File: config.mk
export PLATFORM = sky130hd
export DESIGN_NAME = fos_top
export DESIGN_NICKNAME = d
export VERILOG_FILES = /design/src/design/fos_wave.v /design/src/design/fos_top.v
export VERILOG_INCLUDE_DIRS = /design/src /design/src/inc
export SDC_FILE = /design/constraint.sdc
export NUM_CORES = 1
export LEC_CHECK = 0
export ABC_AREA = 0
export BUFFER_PORTS_ARGS = -buffer_cell sky130_fd_sc_hd__buf_2
export CAP_MARGIN = 15
export CORE_MARGIN = 2
export CORE_UTILIZATION = 50
export CTS_BUF_LIST = sky130_fd_sc_hd__clkbuf_8
export DETAILED_ROUTE_END_ITERATION = 6
export GPL_TIMING_DRIVEN = 0
export PLACE_DENSITY_LB_ADDON = 0.25
export SLEW_MARGIN = 40
export SYNTH_ARGS = -nofsm -noshare
export SYNTH_HDL_FRONTEND = slang
export SYNTH_SLANG_ARGS = --single-unit
File: constraint.sdc
create_clock -name aclk -period 3.26 [get_ports aclk]
set_clock_uncertainty 0.1 [all_clocks]
set_input_delay 0.489 -clock aclk [delete_from_list [all_inputs] [get_ports aclk]]
set_output_delay 0.489 -clock aclk [all_outputs]
set_load 0.02 [all_outputs]
File: src/inc/fos_regs.vh
// Register map and timing constants of the fail output and reset supervisor
// How it works
// - Pin configuration writable only in Normal mode
// - Wake pin stays in Restart, off Fail-Safe
// - Switch pins disabled in Restart and Fail-Safe
// - Failure-activated fail output stays through Restart
// - Blink output toggles 1.25 Hz, 50 percent
// - Pulsed output 100 Hz, adjustable duty
// - Strap sampled at init, filtered 64 us
// - Reset low after filter, held plus delay
// - Power-up reset released after supply good plus delay
// - Watchdog failure also asserts reset
// - Undervoltage threshold select, defaults first level
// - Mode 11 in Normal/Stop: soft reset
// - Soft reset asserts reset output by default
// - Option cleared: soft reset without reset output
// - Soft reset ignored outside Normal/Stop
// - All three fail outputs activate together
// - Duty select 20, 10, 5, 2.5 percent
// - Fail outputs cleared after conditions end and clear
`ifndef FOS_REGS_VH
`define FOS_REGS_VH
// Register byte offsets
`define FOS_MODE_CTRL_OFF 8'h00
`define FOS_PIN_CFG_OFF 8'h04
`define FOS_FAIL_CTRL_OFF 8'h08
`define FOS_STATUS_OFF 8'h0C
// Mode codes (mode field of mode control)
`define FOS_MODE_NORMAL 2'h0
`define FOS_MODE_SLEEP 2'h1
`define FOS_MODE_STOP 2'h2
`define FOS_MODE_SOFT_RESET 2'h3
// Pin configuration codes
`define FOS_CFG_FAIL 3'h0
`define FOS_CFG_OFF 3'h1
`define FOS_CFG_WAKE 3'h2
`define FOS_CFG_LOW 3'h3
`define FOS_CFG_HIGH 3'h4
// Field positions
`define FOS_MODE_LSB 0
`define FOS_SRRO_BIT 2
`define FOS_UVTH_LSB 4
`define FOS_CFG2_LSB 0
`define FOS_CFG3_LSB 4
`define FOS_DUTY_LSB 8
`define FOS_FAILURE_BIT 0
`define FOS_TEST_ON_BIT 1
// Reset values
`define FOS_MODE_CTRL_RST 32'h0000_0004
`define FOS_PIN_CFG_RST 32'h0000_0000
`define FOS_FAIL_CTRL_RST 32'h0000_0000
// Timing, clock 250 MHz
`define FOS_CLK_HZ 250000000
`define FOS_BLINK_MHZ 1250
`define FOS_PULSE_HZ 100
`define FOS_STRAP_US 64
`define FOS_BLINK_HALF ((`FOS_CLK_HZ / 2) * 1000 / `FOS_BLINK_MHZ)
`define FOS_PULSE_PERIOD (`FOS_CLK_HZ / `FOS_PULSE_HZ)
`define FOS_STRAP_CYC (`FOS_STRAP_US * (`FOS_CLK_HZ / 1000000))
`define FOS_FILTER_US 10
`define FOS_FILTER_CYC (`FOS_FILTER_US * (`FOS_CLK_HZ / 1000000))
`define FOS_DELAY_US 10000
`define FOS_DELAY_CYC (`FOS_DELAY_US * (`FOS_CLK_HZ / 1000000))
`endif

File: src/design/fos_wave.v
// Blink and pulsed waveform generator for the fail outputs
`include "fos_regs.vh"
module fos_wave #(
    parameter [31:0] BLINK_HALF = `FOS_BLINK_HALF,
    parameter [31:0] PULSE_PERIOD = `FOS_PULSE_PERIOD
) (
    input wire aclk, // Clock
    input wire aresetn, // Sync reset, low
    input wire run, // Waveforms enabled
    input wire [1:0] duty_sel, // Pulsed duty select
    output reg blink_on, // Blink phase active
    output reg pulse_on // Pulse phase active
);
    reg [31:0] blink_cnt_q;
    reg [31:0] pulse_cnt_q;
    reg [31:0] pulse_high;

    // Duty 20/10/5/2.5 percent of the period
    always @* begin
        case (duty_sel)
            2'h0: pulse_high = PULSE_PERIOD / 5;
            2'h1: pulse_high = PULSE_PERIOD / 10;
            2'h2: pulse_high = PULSE_PERIOD / 20;
            2'h3: pulse_high = PULSE_PERIOD / 40;
            default: pulse_high = PULSE_PERIOD / 5;
        endcase
    end

    // Counters restart when idle so each activation starts in the on phase
    always @(posedge aclk) begin
        if (!aresetn || !run) begin
            blink_cnt_q <= 32'h0000_0000;
            pulse_cnt_q <= 32'h0000_0000;
            blink_on <= 1'b0;
            pulse_on <= 1'b0;
        end else begin
            if (blink_cnt_q >= BLINK_HALF * 2 - 1)
                blink_cnt_q <= 32'h0000_0000;
            else
                blink_cnt_q <= blink_cnt_q + 32'h0000_0001;
            blink_on <= (blink_cnt_q < BLINK_HALF);
            if (pulse_cnt_q >= PULSE_PERIOD - 1)
                pulse_cnt_q <= 32'h0000_0000;
            else
                pulse_cnt_q <= pulse_cnt_q + 32'h0000_0001;
            pulse_on <= (pulse_cnt_q < pulse_high);
        end
    end
endmodule // fos_wave

File: src/design/fos_top.v
// Fail output, pin configuration and reset output supervisor with AXI4-Lite
//
// The AXI4-Lite interface to the registers and the register addresses were left to the implementer.
`include "fos_regs.vh"
module fos_top #(
    parameter [31:0] DELAY_CYC = `FOS_DELAY_CYC,
    parameter [31:0] STRAP_CYC = `FOS_STRAP_CYC,
    parameter [31:0] FILTER_CYC = `FOS_FILTER_CYC,
    parameter [31:0] BLINK_HALF = `FOS_BLINK_HALF,
    parameter [31:0] PULSE_PERIOD = `FOS_PULSE_PERIOD
) (
    input wire aclk, // 250 MHz clock
    input wire aresetn, // Sync reset, low
    input wire [7:0] s_axi_awaddr, // Write address
    input wire s_axi_awvalid, // Write address valid
    output reg s_axi_awready, // Write address ready
    input wire [31:0] s_axi_wdata, // Write data
    input wire [3:0] s_axi_wstrb, // Write strobes
    input wire s_axi_wvalid, // Write data valid
    output reg s_axi_wready, // Write data ready
    output reg [1:0] s_axi_bresp, // Write response
    output reg s_axi_bvalid, // Write response valid
    input wire s_axi_bready, // Write response ready
    input wire [7:0] s_axi_araddr, // Read address
    input wire s_axi_arvalid, // Read address valid
    output reg s_axi_arready, // Read address ready
    output reg [31:0] s_axi_rdata, // Read data
    output reg [1:0] s_axi_rresp, // Read response
    output reg s_axi_rvalid, // Read data valid
    input wire s_axi_rready, // Read data ready
    input wire restart_mode, // Device in Restart mode
    input wire failsafe_mode, // Device in Fail-Safe mode
    input wire init_mode, // Device in Init mode
    input wire fail_cond, // Failure condition present
    input wire supply_low, // Main supply below threshold
    input wire wd_fail, // Watchdog trigger failure
    input wire strap_in, // Pulsed fail pin level
    output reg static_fail_out_n, // Static fail output, low active
    output reg blink_fail_out_n, // Blink fail output, low active
    output reg pulsed_fail_out_strap_n, // Pulsed fail output, low active
    output reg pin2_oe, // Pin 2 switch drive enable
    output reg pin2_out, // Pin 2 switch level
    output reg pin3_oe, // Pin 3 switch drive enable
    output reg pin3_out, // Pin 3 switch level
    output reg pin2_wake_en, // Pin 2 wake detection on
    output reg pin3_wake_en, // Pin 3 wake detection on
    output reg dev_mode, // Development mode strap result
    output reg reset_out_n, // Reset output to host, low active
    output reg soft_reset_pulse, // Soft reset request, one cycle
    output reg [1:0] uv_threshold // Undervoltage threshold select
);
    reg [31:0] mode_ctrl_q;
    reg [31:0] pin_cfg_q;
    reg [31:0] fail_ctrl_q;
    reg [31:0] wr_val;
    reg aw_hold_q, w_hold_q;
    reg [7:0] awaddr_q;
    reg [31:0] wdata_q;
    reg [3:0] wstrb_q;
    reg s1_q, s2_q, f1_q, f2_q, c1_q, c2_q, w1_q, w2_q;
    reg [31:0] strap_cnt_q;
    reg strap_done_q;
    reg [31:0] filt_cnt_q;
    reg [31:0] dly_cnt_q;
    reg rst_cond_q;
    reg soft_ro_q;
    reg fail_act_q;
    reg fo_active_q;
    wire blink_on, pulse_on;
    wire [1:0] mode = mode_ctrl_q[`FOS_MODE_LSB+1:`FOS_MODE_LSB];
    wire normal = (mode == `FOS_MODE_NORMAL) && !restart_mode && !failsafe_mode && !init_mode;
    wire stop = (mode == `FOS_MODE_STOP) && !restart_mode && !failsafe_mode && !init_mode;
    wire do_wr = aw_hold_q && w_hold_q && !s_axi_bvalid;
    wire [2:0] cfg2 = pin_cfg_q[`FOS_CFG2_LSB+2:`FOS_CFG2_LSB];
    wire [2:0] cfg3 = pin_cfg_q[`FOS_CFG3_LSB+2:`FOS_CFG3_LSB];
    wire soft_req = do_wr && (awaddr_q == `FOS_MODE_CTRL_OFF) && wstrb_q[0]
        && (wdata_q[`FOS_MODE_LSB+1:`FOS_MODE_LSB] == `FOS_MODE_SOFT_RESET);
    wire soft_ok = soft_req && (normal || stop);
    wire fo_active = fail_act_q || fail_ctrl_q[`FOS_TEST_ON_BIT];
    wire fs = restart_mode || failsafe_mode;

    // Byte-lane merge of write data into an old register value
    function [31:0] merge;
        input [31:0] old;
        input [31:0] nw;
        input [3:0] st;
        integer i;
        begin
            merge = old;
            for (i = 0; i < 4; i = i + 1)
                if (st[i])
                    merge[i*8 +: 8] = nw[i*8 +: 8];
        end
    endfunction

    // Pin inputs through two flops before use
    always @(posedge aclk) begin
        s1_q <= strap_in;
        s2_q <= s1_q;
        f1_q <= fail_cond;
        f2_q <= f1_q;
        c1_q <= supply_low;
        c2_q <= c1_q;
        w1_q <= wd_fail;
        w2_q <= w1_q;
    end

    // AXI write path: address and data taken in either order
    always @(posedge aclk) begin
        if (!aresetn) begin
            aw_hold_q <= 1'b0;
            w_hold_q <= 1'b0;
            awaddr_q <= 8'h00;
            wdata_q <= 32'h0000_0000;
            wstrb_q <= 4'h0;
            s_axi_awready <= 1'b0;
            s_axi_wready <= 1'b0;
            s_axi_bvalid <= 1'b0;
            s_axi_bresp <= 2'h0;
        end else begin
            s_axi_awready <= !aw_hold_q && !s_axi_awready && s_axi_awvalid;
            s_axi_wready <= !w_hold_q && !s_axi_wready && s_axi_wvalid;
            if (s_axi_awvalid && s_axi_awready) begin
                aw_hold_q <= 1'b1;
                awaddr_q <= s_axi_awaddr;
            end
            if (s_axi_wvalid && s_axi_wready) begin
                w_hold_q <= 1'b1;
                wdata_q <= s_axi_wdata;
                wstrb_q <= s_axi_wstrb;
            end
            if (do_wr) begin
                aw_hold_q <= 1'b0;
                w_hold_q <= 1'b0;
                s_axi_bvalid <= 1'b1;
                s_axi_bresp <= (awaddr_q[7:2] <= 6'h3) ? 2'h0 : 2'h2;
            end else if (s_axi_bvalid && s_axi_bready) begin
                s_axi_bvalid <= 1'b0;
            end
        end
    end

    // Candidate value for the addressed register
    always @* begin
        case (awaddr_q)
            `FOS_MODE_CTRL_OFF: wr_val = merge(mode_ctrl_q, wdata_q, wstrb_q);
            `FOS_PIN_CFG_OFF: wr_val = merge(pin_cfg_q, wdata_q, wstrb_q);
            `FOS_FAIL_CTRL_OFF: wr_val = merge(fail_ctrl_q, wdata_q, wstrb_q);
            default: wr_val = 32'h0000_0000;
        endcase
    end

    // Register file; soft reset restores every register
    always @(posedge aclk) begin
        if (!aresetn || soft_ok) begin
            mode_ctrl_q <= `FOS_MODE_CTRL_RST;
            pin_cfg_q <= `FOS_PIN_CFG_RST;
            fail_ctrl_q <= `FOS_FAIL_CTRL_RST;
        end else if (do_wr) begin
            if (awaddr_q == `FOS_MODE_CTRL_OFF && !soft_req)
                mode_ctrl_q <= wr_val & 32'h0000_0037;
            if (awaddr_q == `FOS_PIN_CFG_OFF && normal)
                pin_cfg_q <= wr_val & 32'h0000_0377;
            if (awaddr_q == `FOS_FAIL_CTRL_OFF)
                fail_ctrl_q <= wr_val & 32'h0000_0002;
        end
    end

    // Failure latch: hardware set wins over software clear
    always @(posedge aclk) begin
        if (!aresetn) begin
            fail_act_q <= 1'b0;
        end else if (f2_q) begin
            fail_act_q <= 1'b1;
        end else if (do_wr && awaddr_q == `FOS_FAIL_CTRL_OFF && wstrb_q[0]
            && wdata_q[`FOS_FAILURE_BIT] && normal) begin
            fail_act_q <= 1'b0;
        end
    end

    // AXI read path
    always @(posedge aclk) begin
        if (!aresetn) begin
            s_axi_arready <= 1'b0;
            s_axi_rvalid <= 1'b0;
            s_axi_rdata <= 32'h0000_0000;
            s_axi_rresp <= 2'h0;
        end else begin
            s_axi_arready <= !s_axi_rvalid && !s_axi_arready && s_axi_arvalid;
            if (s_axi_arvalid && s_axi_arready) begin
                s_axi_rvalid <= 1'b1;
                s_axi_rresp <= 2'h0;
                case (s_axi_araddr)
                    `FOS_MODE_CTRL_OFF: s_axi_rdata <= mode_ctrl_q;
                    `FOS_PIN_CFG_OFF: s_axi_rdata <= pin_cfg_q;
                    `FOS_FAIL_CTRL_OFF: s_axi_rdata <= fail_ctrl_q | {31'h0, fail_act_q};
                    `FOS_STATUS_OFF: s_axi_rdata <= {28'h0, dev_mode, !reset_out_n, f2_q, fail_act_q};
                    default: begin
                        s_axi_rdata <= 32'h0000_0000;
                        s_axi_rresp <= 2'h2;
                    end
                endcase
            end else if (s_axi_rvalid && s_axi_rready) begin
                s_axi_rvalid <= 1'b0;
            end
        end
    end

    // Development strap: filtered while in Init mode
    always @(posedge aclk) begin
        if (!aresetn) begin
            strap_cnt_q <= 32'h0000_0000;
            strap_done_q <= 1'b0;
            dev_mode <= 1'b0;
        end else if (init_mode && !strap_done_q) begin
            if (s2_q) begin
                strap_cnt_q <= 32'h0000_0000;
            end else if (strap_cnt_q >= STRAP_CYC - 1) begin
                dev_mode <= 1'b1;
                strap_done_q <= 1'b1;
            end else begin
                strap_cnt_q <= strap_cnt_q + 32'h0000_0001;
            end
        end else if (!init_mode) begin
            strap_done_q <= 1'b0;
            strap_cnt_q <= 32'h0000_0000;
        end
    end

    // Reset output: filter, hold, then delay restarted at condition end
    always @(posedge aclk) begin
        if (!aresetn) begin
            filt_cnt_q <= 32'h0000_0000;
            dly_cnt_q <= 32'h0000_0000;
            rst_cond_q <= 1'b1;
            soft_ro_q <= 1'b0;
            reset_out_n <= 1'b0;
        end else begin
            if (soft_ok && mode_ctrl_q[`FOS_SRRO_BIT])
                soft_ro_q <= 1'b1;
            else
                soft_ro_q <= 1'b0;
            if (w2_q || soft_ro_q) begin
                rst_cond_q <= 1'b1;
            end else if (c2_q) begin
                if (filt_cnt_q >= FILTER_CYC - 1)
                    rst_cond_q <= 1'b1;
                else
                    filt_cnt_q <= filt_cnt_q + 32'h0000_0001;
            end else begin
                filt_cnt_q <= 32'h0000_0000;
                rst_cond_q <= 1'b0;
            end
            if (rst_cond_q) begin
                reset_out_n <= 1'b0;
                dly_cnt_q <= 32'h0000_0000;
            end else if (dly_cnt_q >= DELAY_CYC - 1) begin
                reset_out_n <= 1'b1;
            end else begin
                dly_cnt_q <= dly_cnt_q + 32'h0000_0001;
            end
        end
    end

    fos_wave #(.BLINK_HALF(BLINK_HALF), .PULSE_PERIOD(PULSE_PERIOD)) u_wave (
        .aclk(aclk),
        .aresetn(aresetn),
        .run(fo_active),
        .duty_sel(pin_cfg_q[`FOS_DUTY_LSB+1:`FOS_DUTY_LSB]),
        .blink_on(blink_on),
        .pulse_on(pulse_on)
    );

    // Pin drive per configuration and device mode
    always @(posedge aclk) begin
        if (!aresetn) begin
            static_fail_out_n <= 1'b1;
            fo_active_q <= 1'b0;
            blink_fail_out_n <= 1'b1;
            pulsed_fail_out_strap_n <= 1'b1;
            pin2_oe <= 1'b0;
            pin2_out <= 1'b0;
            pin3_oe <= 1'b0;
            pin3_out <= 1'b0;
            pin2_wake_en <= 1'b0;
            pin3_wake_en <= 1'b0;
            soft_reset_pulse <= 1'b0;
            uv_threshold <= 2'h0;
        end else begin
            soft_reset_pulse <= soft_ok;
            uv_threshold <= mode_ctrl_q[`FOS_UVTH_LSB+1:`FOS_UVTH_LSB];
            // Extra stage matches the waveform generator, so all three switch together
            fo_active_q <= fo_active;
            static_fail_out_n <= !fo_active_q;
            blink_fail_out_n <= !(cfg2 == `FOS_CFG_FAIL && blink_on);
            pulsed_fail_out_strap_n <= !(cfg3 == `FOS_CFG_FAIL && pulse_on);
            pin2_wake_en <= (cfg2 == `FOS_CFG_WAKE) && !failsafe_mode;
            pin3_wake_en <= (cfg3 == `FOS_CFG_WAKE) && !failsafe_mode;
            pin2_oe <= (cfg2 == `FOS_CFG_LOW || cfg2 == `FOS_CFG_HIGH) && !fs;
            pin2_out <= (cfg2 == `FOS_CFG_HIGH) && !fs;
            pin3_oe <= (cfg3 == `FOS_CFG_LOW || cfg3 == `FOS_CFG_HIGH) && !fs;
            pin3_out <= (cfg3 == `FOS_CFG_HIGH) && !fs;
        end
    end
endmodule // fos_top

# After elaboration in Yosys (flattened, before gate mapping)
# Index checks and enable logic that the tools add are counted.
# Widths: inputs -> output; s select.
[word_totals]
ff_bits = 268
wordCells = 211
[classes]
bitwise_logic = 4
addsub = 5
eq_ne = 24
muxes = 29
reduce_logical = 90
magnitude_cmp = 8
[ops]
columns = ["cell", "count"]
rows = [
  ["$mux 32", 6],
  ["$add 32x1->32 const B", 5],
  ["$pmux 32 s4", 1],
  ["$ge 32x22->1 const B", 2],
  ["$pmux 10 s4", 1],
  ["$logic_and 1x1->1", 39],
  ["$ge 32x12->1 const B", 1],
  ["$ge 32x14->1 const B", 1],
  ["$ge 32x20->1 const B", 1],
  ["$lt 32x19->1 const B", 1],
  ["$lt 32x32->1", 1],
  ["$pmux 10 s3", 1],
  ["$eq 8x4->1 const B", 3],
  ["$mux 8", 3],
  ["$logic_not 1->1", 19],
  ["$eq 8x3->1 const B", 2],
  ["$logic_not 8->1", 2],
  ["$mux 1", 13],
  ["$eq 3x2->1 const B", 4],
  ["$reduce_and 3->1", 4],
  ["$reduce_and 2->1", 5],
  ["$reduce_or 2->1", 5],
  ["$eq 2x2->1 const B", 4],
  ["$logic_or 1x1->1", 8],
  ["other kinds (13)", 28],
]

# Depth between registers and ports, before layout
# Gate-level depths: netlist (run 1).
[logic_depth]
depth_word = 8
depth_mapped = 9
mapped_depth_nobuf = 9

# By module
# From an unflattened synthesis (run 1), not the netlist that was laid out.
[unflattened]
hier_cells = 1064
area_unflattened_um2 = 9927.0
[by_module_without_submodules]
columns = ["mod", "seq_area_each_um2", "cells_each", "n_inst", "area_per_inst_um2"]
rows = [
  ["fos_top", 3463.3, 754, 1, 6985.4],
  ["fos_wave", 1321.3, 310, 1, 2941.6],
]

# Worst setup path after synthesis (run 1)
# OpenSTA, ideal clock, no wires.
[synth_path]
kind = "reg2reg"
from = "reg pin_cfg_q[8]"
to = "reg u_wave.pulse_on"
stages_incl_launch_ff = 10
slack_ps = 931
arrival_time_ps = 2114
path_cell_list = "dfxtp_1 inv_1 ha_1 inv_1 ha_1 a21o_1 a21o_1 a2111oi_0 o311ai_0 a2111oi_0"
[synth_via]
elab_chain_cells = 3
elab_cells_between_ends = 6
[synth_rtl]
columns = ["item", "line_no", "source"]
rows = [
  ["start: declaration", "fos_top.v:53", "reg [31:0] pin_cfg_q;"],
  ["start signal: assignment", "fos_top.v:157", "pin_cfg_q <= `FOS_PIN_CFG_RST;"],
  ["start signal: assignment", "fos_top.v:163", "pin_cfg_q <= wr_val & 32'h0000_0377;"],
  ["$eq 2x2->1, or another cell as far along", "fos_wave.v:20", "case (duty_sel)"],
  ["$pmux 32 s4 (*)", "fos_wave.v:20", ""],
  ["$lt 32x32->1 (*)", "fos_wave.v:46", "pulse_on <= (pulse_cnt_q < pulse_high);"],
  ["end signal: assignment", "fos_wave.v:46", ""],
  ["end: declaration", "fos_wave.v:12", "output reg pulse_on"],
]
# Every way passes the cells marked *; elsewhere a longest branch is shown, timed or not. The select of a mux whose other input is x is not followed.
# A chain may end at the register's enable or synchronous reset.

# Worst setup path in the final report (run 1)
# Same ends and word-level chain as after synthesis.

==> results of run 1 <==
==> logic make-up after synthesis <==
logic type               synth area share [%]
XOR/XNOR                                 5.63
buffers and inverters                    4.23
adder cells (fa/ha/maj)                  3.06
AO/OA/AOI/OAI                            9.68
flip-flops                               48.8
other                                  0.0383
AND/OR/NAND/NOR                          26.2
multiplexers                             2.32
==> cell usage in the layout, fill, tap and decap left out, types with 35 or more instances in the layout <==
master / count
and2_1: 37
buf_2: 68
clkbuf_1: 36
clkbuf_8: 50
conb_1: 47
dfxtp_1: 239
inv_1: 35
nand2_1: 96
nand3_1: 55
nor2_1: 123
==> critical path, stage by stage (launching register included) <==
cell       delay, ns
dfxtp_1         0.41
inv_1           0.12
ha_1            0.21
inv_1           0.12
ha_1            0.25
a21o_1          0.15
a21o_1          0.16
a2111oi_0       0.37
o311ai_0        0.22
a2111oi_0       0.61
==> final cells by class <==
type	instances	area [um2]	area share, %
clock buffers	50	688	6.02
multi-input cells	785	4780	41.8
inverters	21	78.8	0.689
repair buffers	71	375	3.28
clock inverters	17	67.6	0.591
plain buffers	63	335	2.93
well taps	265	332	2.90
flip-flops and latches	239	4780	41.8
==> layer usage <==
layer | up-vias | wire length, um | share of wire (%) | track usage, %
met3 | 38 | 1030 | 5.0 | 4.01
met1 | 3556 | 9730 | 47 | 26.9
met5 | - | 0 | 0 | 0
li1 | 3988 | - | - | -
met2 | 163 | 9460 | 46 | 33.4
met4 | 0 | 521 | 2.5 | 7.69
==> flip-flops by register name (all words and copies together), names as in the netlist, 2 cells and up <==
| register | cells |
|---|---|
| dly_cnt_q | 32 |
| filt_cnt_q | 32 |
| s_axi_rdata | 9 |
| u_wave.blink_cnt_q | 32 |
| u_wave.pulse_cnt_q | 32 |
| wstrb_q | 2 |
| wdata_q | 8 |
| pin_cfg_q | 8 |
| awaddr_q | 8 |
| strap_cnt_q | 32 |
| uv_threshold | 2 |
| mode_ctrl_q | 5 |
==> power by group <==
group	leakage (nW)	switching, mW	internal (mW)
Combinational	2.12	0.139	0.0856
Clock	0.446	1.12	1.37
Sequential	1.94	0.0201	2.96
==> timing repair <==
action,in CTS,in global routing
endpoints found under the hold margin,4,0
hold buffers,4,0
buffers inserted,0,0
==> path summary, 6_finish.rpt <==
| kind | cells past startpoint | from | slack (ns) | endpoint |
|---|---|---|---|---|
| worst max-delay path | 9 | pin_cfg_q[8] | 0.36 | u_wave.pulse_on |
| worst min-delay path | 3 | s_axi_arvalid | 0.12 | s_axi_arready |
| worst max register to register | 9 | pin_cfg_q[8] | 0.36 | u_wave.pulse_on |
| worst min register to register | 0 | s1_q | 0.23 | s2_q |
==> impl_metrics.py, run 1 <==
metrics = {
    "clock_network": {
        "clk_path_buf_depth": 3,
        "tritoncts": "built",
        "cts.htree.levels": 2,
        "cts_resized": 0,
        "path_clk_slew_ns": 0.06,
        "clock_sinks": 239,
        "worstSkewPairLatency_ns": 0.52,
        "clockRootBuffer": "clkbuf_8",
        "cts_buffers": 40,
    },
    "routing": {
        "drtIter0Drc": 365,
        "vias": 7745,
        "totalWireLength_um": 20700,
        "detail-route-antenna-nets": 0,
        "drt_pre_antenna_iters": 5,
        "wl_per_cell_um": 13.7,
        "vias_per_cell": 5.13,
        "drcViolationCount": 0,
    },
    "timing": {
        "rsz0062_at_grt": "false",
        "fin_tns_setup_ns": 0,
        "max_freq_mhz": 345,
        "hold_ws_ns": 0.125,
        "finalSetupViolCount": 0,
        "layout_setup_ws_ns": 0.362,
        "slew_violations": 0,
        "hold_viol": 0,
        "fin_crit_sh_pct": 88.9,
        "period_needed_ns": 2.90,
        "slew_headroom_pct": 51.2,
        "worstMarginPinSlew_ns": 0.727,
    },
    "finish": {
        "nets": 1311,
        "finalInstanceArea_um2": 11400,
        "area_growth_pct": 16.7,
        "instances_no_fill": 1511,
        "num_antenna_cells": 0,
        "drive_above_1_share_pct": 13.6,
        "fillCellCount": 1746,
        "fin_util_pct": 59.2,
    },
    "flow_run": {
        "maxCapViolCount": 0,
    },
    "logic_synthesis": {
        "synth.avg_cell_area_um2": 9.23,
        "post-synth-top-count-cell": "dfxtp_1",
        "ys_seq_area_share_pct": 48.8,
        "synthFlopType": "dfxtp_1",
        "yosysTopAreaCellShare_pct": 48.8,
        "synth-edff-count": 0,
        "synth_area_leaders": "dfxtp_1 (49%), nor2_1 (4.7%), nand2_1 (3.7%), ha_1 (3.1%), xnor2_1 (2.9%)",
        "synth_cell_types": 66,
        "yosysTopAreaCell": "dfxtp_1",
        "synth_area_um2": 9800,
        "async_reset_ff_share_pct": 0,
        "yosys_register_bits": 239,
        "syn_inst": 1062,
        "yosysWarnings": 0,
        "synthTopCellsByCount": "dfxtp_1 (239), nor2_1 (123), nand2_1 (96), nand3_1 (55), and2_1 (37)",
    },
    "floorplan": {
        "dieArea_um2": 20700,
        "num_io_pins": 121,
        "fp.coreArea_um2": 19300,
        "die_w_um": 144,
        "die_h_um": 144,
        "initial_utilization_pct": 50.7,
        "rows": 51,
    },
    "worst_setup_path": {
        "worst-endpoint-required_ns": 3.51,
        "worstSetupPathType": "flip-flop to flip-flop",
        "startpoint_type": "flip-flop",
        "cp_max_fo": 5,
        "endpoint_kind": "flip-flop",
        "arrival_ns": 3.15,
    },
    "place": {
        "placed_area_um2": 10600,
        "dp_hpwl_um": 14800,
        "dpl.cell_count": 1440,
        "place.gp.congestion": 0.835,
        "place_ws_ns": 0.374,
        "io_buffers": 67,
    },
    "grt": {
        "grt_pass1_wl_um": 34800,
        "overflow": 0,
        "grt_max_degree": 11,
        "grt_use_total_pct": 20.5,
        "grt_pass1_vias": 7336,
        "grt_antenna_before_repair": 0,
    },
    "pwr": {
        "p_leak_nw": 4.51,
        "power_mw": 5.69,
        "ir_worst_vdd_mv": 0.212,
        "p_per_area_nw_per_um2": 497,
    },
    "status": {
        "status": "completed",
    },
    "hold_path": {
        "min_path_type": "input port to flip-flop",
    },
}
Power figures use the tool's default switching activity.
==> run 2, diff against run 1 <==
--- a/config.mk
+++ b/config.mk
@@ -6,7 +6,7 @@
 export SDC_FILE = /design/constraint.sdc
 export NUM_CORES = 1
 export LEC_CHECK = 0
-export ABC_AREA = 0
+export ABC_AREA = 1
 export BUFFER_PORTS_ARGS = -buffer_cell sky130_fd_sc_hd__buf_2
 export CAP_MARGIN = 15
 export CORE_MARGIN = 2
@@ -14,6 +14,7 @@
 export CTS_BUF_LIST = sky130_fd_sc_hd__clkbuf_8
 export DETAILED_ROUTE_END_ITERATION = 6
 export GPL_TIMING_DRIVEN = 0
+export MAX_ROUTING_LAYER = met4
 export PLACE_DENSITY_LB_ADDON = 0.25
 export SLEW_MARGIN = 40
 export SYNTH_ARGS = -nofsm -noshare
==> impl_metrics.py, run 2 <==
metrics = {
    "status": {
        "status": "completed",
    },
    "logic_synthesis": {
        "synthFlopType": "dfxtp_1",
        "post-synth-top-count-cell": "nand2_1",
        "yosys_register_bits": 239,
        "synth-edff-count": 0,
        "yosysTopAreaCell": "dfxtp_1",
        "synth_area_um2": 11100,
        "synthTopCellsByCount": "nand2_1 (312), dfxtp_1 (239), nor2_1 (224), inv_1 (174), nand3_1 (125)",
        "syn_inst": 1538,
        "yosysTopAreaCellShare_pct": 43.2,
        "synth.avg_cell_area_um2": 7.20,
        "yosysWarnings": 0,
        "synth_cell_types": 47,
        "ys_seq_area_share_pct": 43.2,
        "async_reset_ff_share_pct": 0,
        "synth_area_leaders": "dfxtp_1 (43%), nand2_1 (11%), nor2_1 (7.6%), inv_1 (5.9%), nand3_1 (5.6%)",
    },
    "worst_setup_path": {
        "startpoint_type": "flip-flop",
        "arrival_ns": 2.31,
        "worst-endpoint-required_ns": 3.55,
        "endpoint_kind": "flip-flop",
        "worstSetupPathType": "flip-flop to flip-flop",
        "cp_max_fo": 10,
    },
    "clock_network": {
        "post_cts_buffers": 0,
        "worstSkewPairLatency_ns": 0.55,
        "tritoncts": "built",
        "cts.htree.levels": 2,
        "cts_buffers": 42,
        "clock_sinks": 239,
        "hold_buffers": 4,
        "cts_resized": 0,
        "clockRootBuffer": "clkbuf_8",
        "clk_path_buf_depth": 3,
        "path_clk_slew_ns": 0.06,
    },
    "timing": {
        "fin_crit_sh_pct": 62.1,
        "hold_viol": 0,
        "slew_headroom_pct": 52.0,
        "rsz0062_at_grt": "false",
        "worstMarginPinSlew_ns": 0.719,
        "fin_tns_setup_ns": 0,
        "max_freq_mhz": 494,
        "slew_violations": 0,
        "layout_setup_ws_ns": 1.23,
        "finalSetupViolCount": 0,
        "period_needed_ns": 2.03,
    },
    "finish": {
        "num_antenna_cells": 0,
        "drive_above_1_share_pct": 14.1,
        "final_common_cell": "nand2_1",
        "final_cell_mix": "nand2_1 (312), dfxtp_1 (239), nor2_1 (224)",
        "fin_util_pct": 58.9,
        "multi_input_area_um2": 5380,
        "area_growth_pct": 15.7,
        "seq_area_um2": 4780,
        "nets": 1791,
        "fillCellCount": 2092,
    },
    "grt": {
        "grt_use_total_pct": 22.4,
        "grt_pass1_vias": 9004,
        "grt_pass1_wl_um": 42500,
        "grt_max_degree": 11,
        "overflow": 0,
        "grt_antenna_before_repair": 0,
    },
    "pwr": {
        "p_per_area_nw_per_um2": 463,
        "p_leak_nw": 5.31,
        "ir_worst_vdd_mv": 0.391,
    },
    "floorplan": {
        "num_io_pins": 121,
        "die_w_um": 153,
        "fp.coreArea_um2": 21800,
        "initial_utilization_pct": 50.9,
        "dieArea_um2": 23400,
        "die_h_um": 153,
        "rows": 54,
    },
    "place": {
        "place.gp.congestion": 0.920,
        "io_buffers": 69,
        "place_ws_ns": 1.06,
        "dp_hpwl_um": 19100,
    },
    "routing": {
        "drcViolationCount": 0,
        "drt_pre_antenna_iters": 5,
        "vias": 9965,
        "wl_per_cell_um": 12.8,
        "drtIter0Drc": 493,
        "detail-route-antenna-nets": 0,
        "vias_per_cell": 4.96,
        "totalWireLength_um": 25700,
    },
    "flow_run": {
        "maxCapViolCount": 0,
    },
    "hold_path": {
        "min_path_type": "input port to flip-flop",
    },
}
## run 2: layout make-up
type / instances / share of cell area [%]
buffer: 69 / 3.29
inverter: 178 / 5.21
clock buffer: 54 / 5.80
timing repair buffer: 73 / 3.01
tap: 280 / 2.73
sequential: 239 / 37.3
multi-input combinational: 1098 / 42.0
clock inverter: 18 / 0.654
## run 2: where the power goes
part	switching [mW]	internal, mW	total [mW]	leakage (nW)
sequential	0.0237	2.97	2.99	1.94
clock	1.19	1.48	2.67	0.464
combinational	0.183	0.0865	0.270	2.91
## run 2: per-stage QoR
step	area [um2]	std cells	hold WS, ns	power, mW
floorplan	11200	1584	0.210	3.23
detailed placement	11900	1933	0.212	3.31
CTS	12800	2009	0.0610	5.99
global placement	11900	1933	0.212	3.31
finish	12800	2009	0.0879	5.93
global route	12800	2009	0.0777	6.16
## run 2: path summary, 6_finish.rpt
kind	from	to	slack (ns)	cells after the start
min	s_axi_arvalid	s_axi_arready	0.09	3
max	strap_cnt_q[0]	strap_cnt_q[10]	1.23	11
max reg2reg	strap_cnt_q[0]	strap_cnt_q[10]	1.23	11
min reg2reg	w1_q	w2_q	0.23	0
## run 2: cell families after synthesis
kind of cell	share of synthesized area (%)
other	0.0339
flip-flops	43.2
AND/OR/NAND/NOR	32.6
buffers and inverters	9.84
adder cells (fa/ha/maj)	2.71
XOR/XNOR	2.45
AO/OA/AOI/OAI	9.14
## run 2: layer usage
metal | global-route usage [%] | vias up | routed length (um)
met5 | - | - | 0
met4 | 8.29 | 0 | 713
met3 | 3.66 | 51 | 1510
met2 | 34.3 | 270 | 11100
met1 | 30.0 | 4446 | 12300
li1 | - | 5198 | -
## run 2: worst max-delay path, cell delays in order, from the launching register on
cell     delay, ns
dfxtp_1       0.44
ha_1          0.25
nand2_2       0.09
nor2_4        0.19
nand2_2       0.08
nand2_1       0.09
nand2_1       0.07
nand3_2       0.10
nand2_4       0.09
buf_2         0.21
nand3_1       0.12
a21oi_2       0.06
==> run 3, diff against run 2 <==
==> constraint.sdc (replaced) <==
create_clock -name aclk -period 1.95 [get_ports aclk]
set_clock_uncertainty 0.1 [all_clocks]
set_input_delay 0.2925 -clock aclk [delete_from_list [all_inputs] [get_ports aclk]]
set_output_delay 0.2925 -clock aclk [all_outputs]
set_load 0.02 [all_outputs]
==> impl_metrics.py, run 3 (synthesized netlist as in run 2, its figures left out) <==
metrics = {
    "routing": {
        "drt_pre_antenna_iters": 7,
        "detail-route-antenna-nets": 0,
        "vias": 10200,
        "drcViolationCount": 0,
        "drtIter0Drc": 552,
        "met3_length_um": 1400,
        "vias_per_cell": 4.96,
        "wl_met1_um": 12700,
        "wl_per_cell_um": 12.8,
        "top_layer": "met4",
        "wl_met2_um": 11400,
        "totalWireLength_um": 26200,
    },
    "worst_setup_path": {
        "slowest_delay_ns": 0.53,
        "r2r-start": "strap_cnt_q[0]",
        "worstSetupPathType": "input port to flip-flop",
        "critPathLaunch": "init_mode",
        "r2r_slack_ns": 0.11,
        "path_cells": "dlygate4sd3_1 > buf_2 > inv_1 > nand2_1 > nor2_1 > nand2_1 > nor2_1 > nand3_1 > a21oi_1 > nor2_1",
        "worst_r2r_path_depth": 11,
        "startpoint_type": "input port",
        "worst-endpoint-required_ns": 2.28,
        "regToRegEndpoint": "strap_cnt_q[10]",
        "crit_end": "pin_cfg_q[6]",
        "cp_max_fo": 4,
        "slowest_stage": "dlygate4sd3_1",
        "endpoint_kind": "flip-flop",
        "arrival_ns": 2.20,
        "cp_common_cell": "nor2_1",
    },
    "pwr": {
        "p_per_area_nw_per_um2": 751,
        "p_switching_mw": 2.35,
        "p_leak_nw": 5.50,
        "seqPwrFrac_pct": 50.1,
        "power.switching_fraction_pct": 23.6,
        "p_int_mw": 7.63,
        "clkPwrFrac_pct": 44.8,
        "ir_worst_vdd_mv": 0.669,
        "power_frac_comb_pct": 5.2,
    },
    "grt": {
        "overflow": 0,
        "grt_use_total_pct": 22.6,
        "grt_pass1_wl_um": 42900,
        "grt_antenna_before_repair": 0,
        "grt_pass1_vias": 9118,
        "grt_max_degree": 11,
    },
    "floorplan": {
        "initial_utilization_pct": 50.9,
        "die_h_um": 153,
        "fp.coreArea_um2": 21800,
        "num_io_pins": 121,
        "die_w_um": 153,
        "dieArea_um2": 23400,
        "rows": 54,
    },
    "finish": {
        "multi_input_area_um2": 5460,
        "fin_util_pct": 61.0,
        "instances_no_fill": 2048,
        "finalInstanceArea_um2": 13300,
        "drive_above_1_share_pct": 15.8,
        "seq_area_um2": 4800,
        "final_common_cell": "nand2_1",
        "fillCellCount": 2038,
        "area_growth_pct": 19.9,
        "final_cell_mix": "nand2_1 (306), dfxtp_1 (232), nor2_1 (222)",
        "nets": 1829,
    },
    "clock_network": {
        "clock_sinks": 239,
        "clockRootBuffer": "clkbuf_8",
        "tritoncts": "built",
        "clk_path_buf_depth": 3,
        "worstSkewPairLatency_ns": 0.55,
        "path_clk_slew_ns": 0.06,
        "cts.htree.levels": 2,
        "cts_buffers": 42,
    },
    "timing": {
        "hold_viol": 0,
        "max_freq_mhz": 535,
        "rsz0062_at_grt": "true",
        "period_needed_ns": 1.87,
        "layout_setup_ws_ns": 0.0804,
        "worstMarginPinSlew_ns": 0.737,
        "slew_headroom_pct": 50.9,
        "slew_violations": 0,
        "fin_crit_sh_pct": 95.9,
        "finalSetupViolCount": 0,
    },
    "status": {
        "status": "completed",
    },
    "flow_run": {
        "maxCapViolCount": 0,
    },
    "place": {
        "dp_hpwl_um": 19100,
        "place.gp.congestion": 0.920,
        "dpl.cell_count": 1933,
        "io_buffers": 69,
        "place_ws_ns": -0.0570,
        "placed_area_um2": 11900,
    },
    "hold_path": {
        "min_path_type": "input port to flip-flop",
    },
}
[run 3: cell count changes in the layout (fill, tap and decap cells not counted), moves of 4 or more]
| cell | change |
|---|---|
| dfxtp_1 | -7 |
| dfxtp_2 | +4 |
| dlygate4sd3_1 | +27 |
| nand2_1 | -6 |
| buf_4 | +10 |
[run 3: worst min path at each step]
stage                        from      endpoint  slack [ns]  cells after the start
floorplan                    c1_q          c2_q        0.21                      0
global placement             f1_q          f2_q        0.21                      0
detailed placement           c1_q          c2_q        0.21                      0
CTS                 failsafe_mode  pin2_wake_en        0.01                      3
global route        failsafe_mode  pin2_wake_en        0.04                      3
finish              failsafe_mode  pin2_wake_en        0.04                      3
[run 3: layout make-up]
type,instances,area share [%]
multi-input combinational,1098,41.1
sequential,239,36.2
clock buffer,54,5.60
timing repair buffer,111,5.56
inverter,178,5.03
buffer,69,3.24
tap,280,2.64
clock inverter,18,0.631
antenna,1,0.0188
[run 3: critical path, delay by kind of cell]
family | cells | cell delay, ns
and+or+nand+nor | 6 | 0.90
buffers and inverters | 3 | 0.76
AOI/OAI and AO/OA | 1 | 0.25
[run 3: timing repair]
| item | 4_1_cts | 5_1_grt |
|---|---|---|
| hold endpoints to repair | 31 | 0 |
| resized for setup | 4 | 35 |
| setup buffers | 0 | 11 |
| hold buffers | 31 | 0 |
| pin swaps | 0 | 5 |
| setup endpoints to repair | 20 | 100 |
[run 3: metal layers]
| layer | track usage, % | vias to the layer above |
|---|---|---|
| met5 | - | - |
| met2 | 34.8 | 261 |
| met4 | 8.38 | 0 |
| met1 | 30.2 | 4551 |
| li1 | - | 5286 |
| met3 | 3.54 | 57 |
[run 3: per-stage QoR]
| stage | power (mW) | hold WS, ns | TNS [ns] |
|---|---|---|---|
| after floorplan | 5.40 | 0.210 | 0 |
| after global placement | 5.54 | 0.212 | -5.56 |
| after detailed placement | 5.54 | 0.212 | -0.472 |
| after CTS | 10.1 | 0.0113 | 0 |
| after global routing | 10.4 | 0.0378 | -0.0249 |
| final | 9.98 | 0.0354 | 0 |
[run 3: power groups by stage]
stage          registers, mW  clock network [mW]  logic (mW)
4_1_cts                 5.00                4.58       0.489
5_1_grt                 5.00                4.81       0.562
6_report                5.00                4.47       0.516
2_1_floorplan           5.10                   0       0.295
3_3_place_gp            5.10                   0       0.435
3_5_place_dp            5.10                   0       0.439
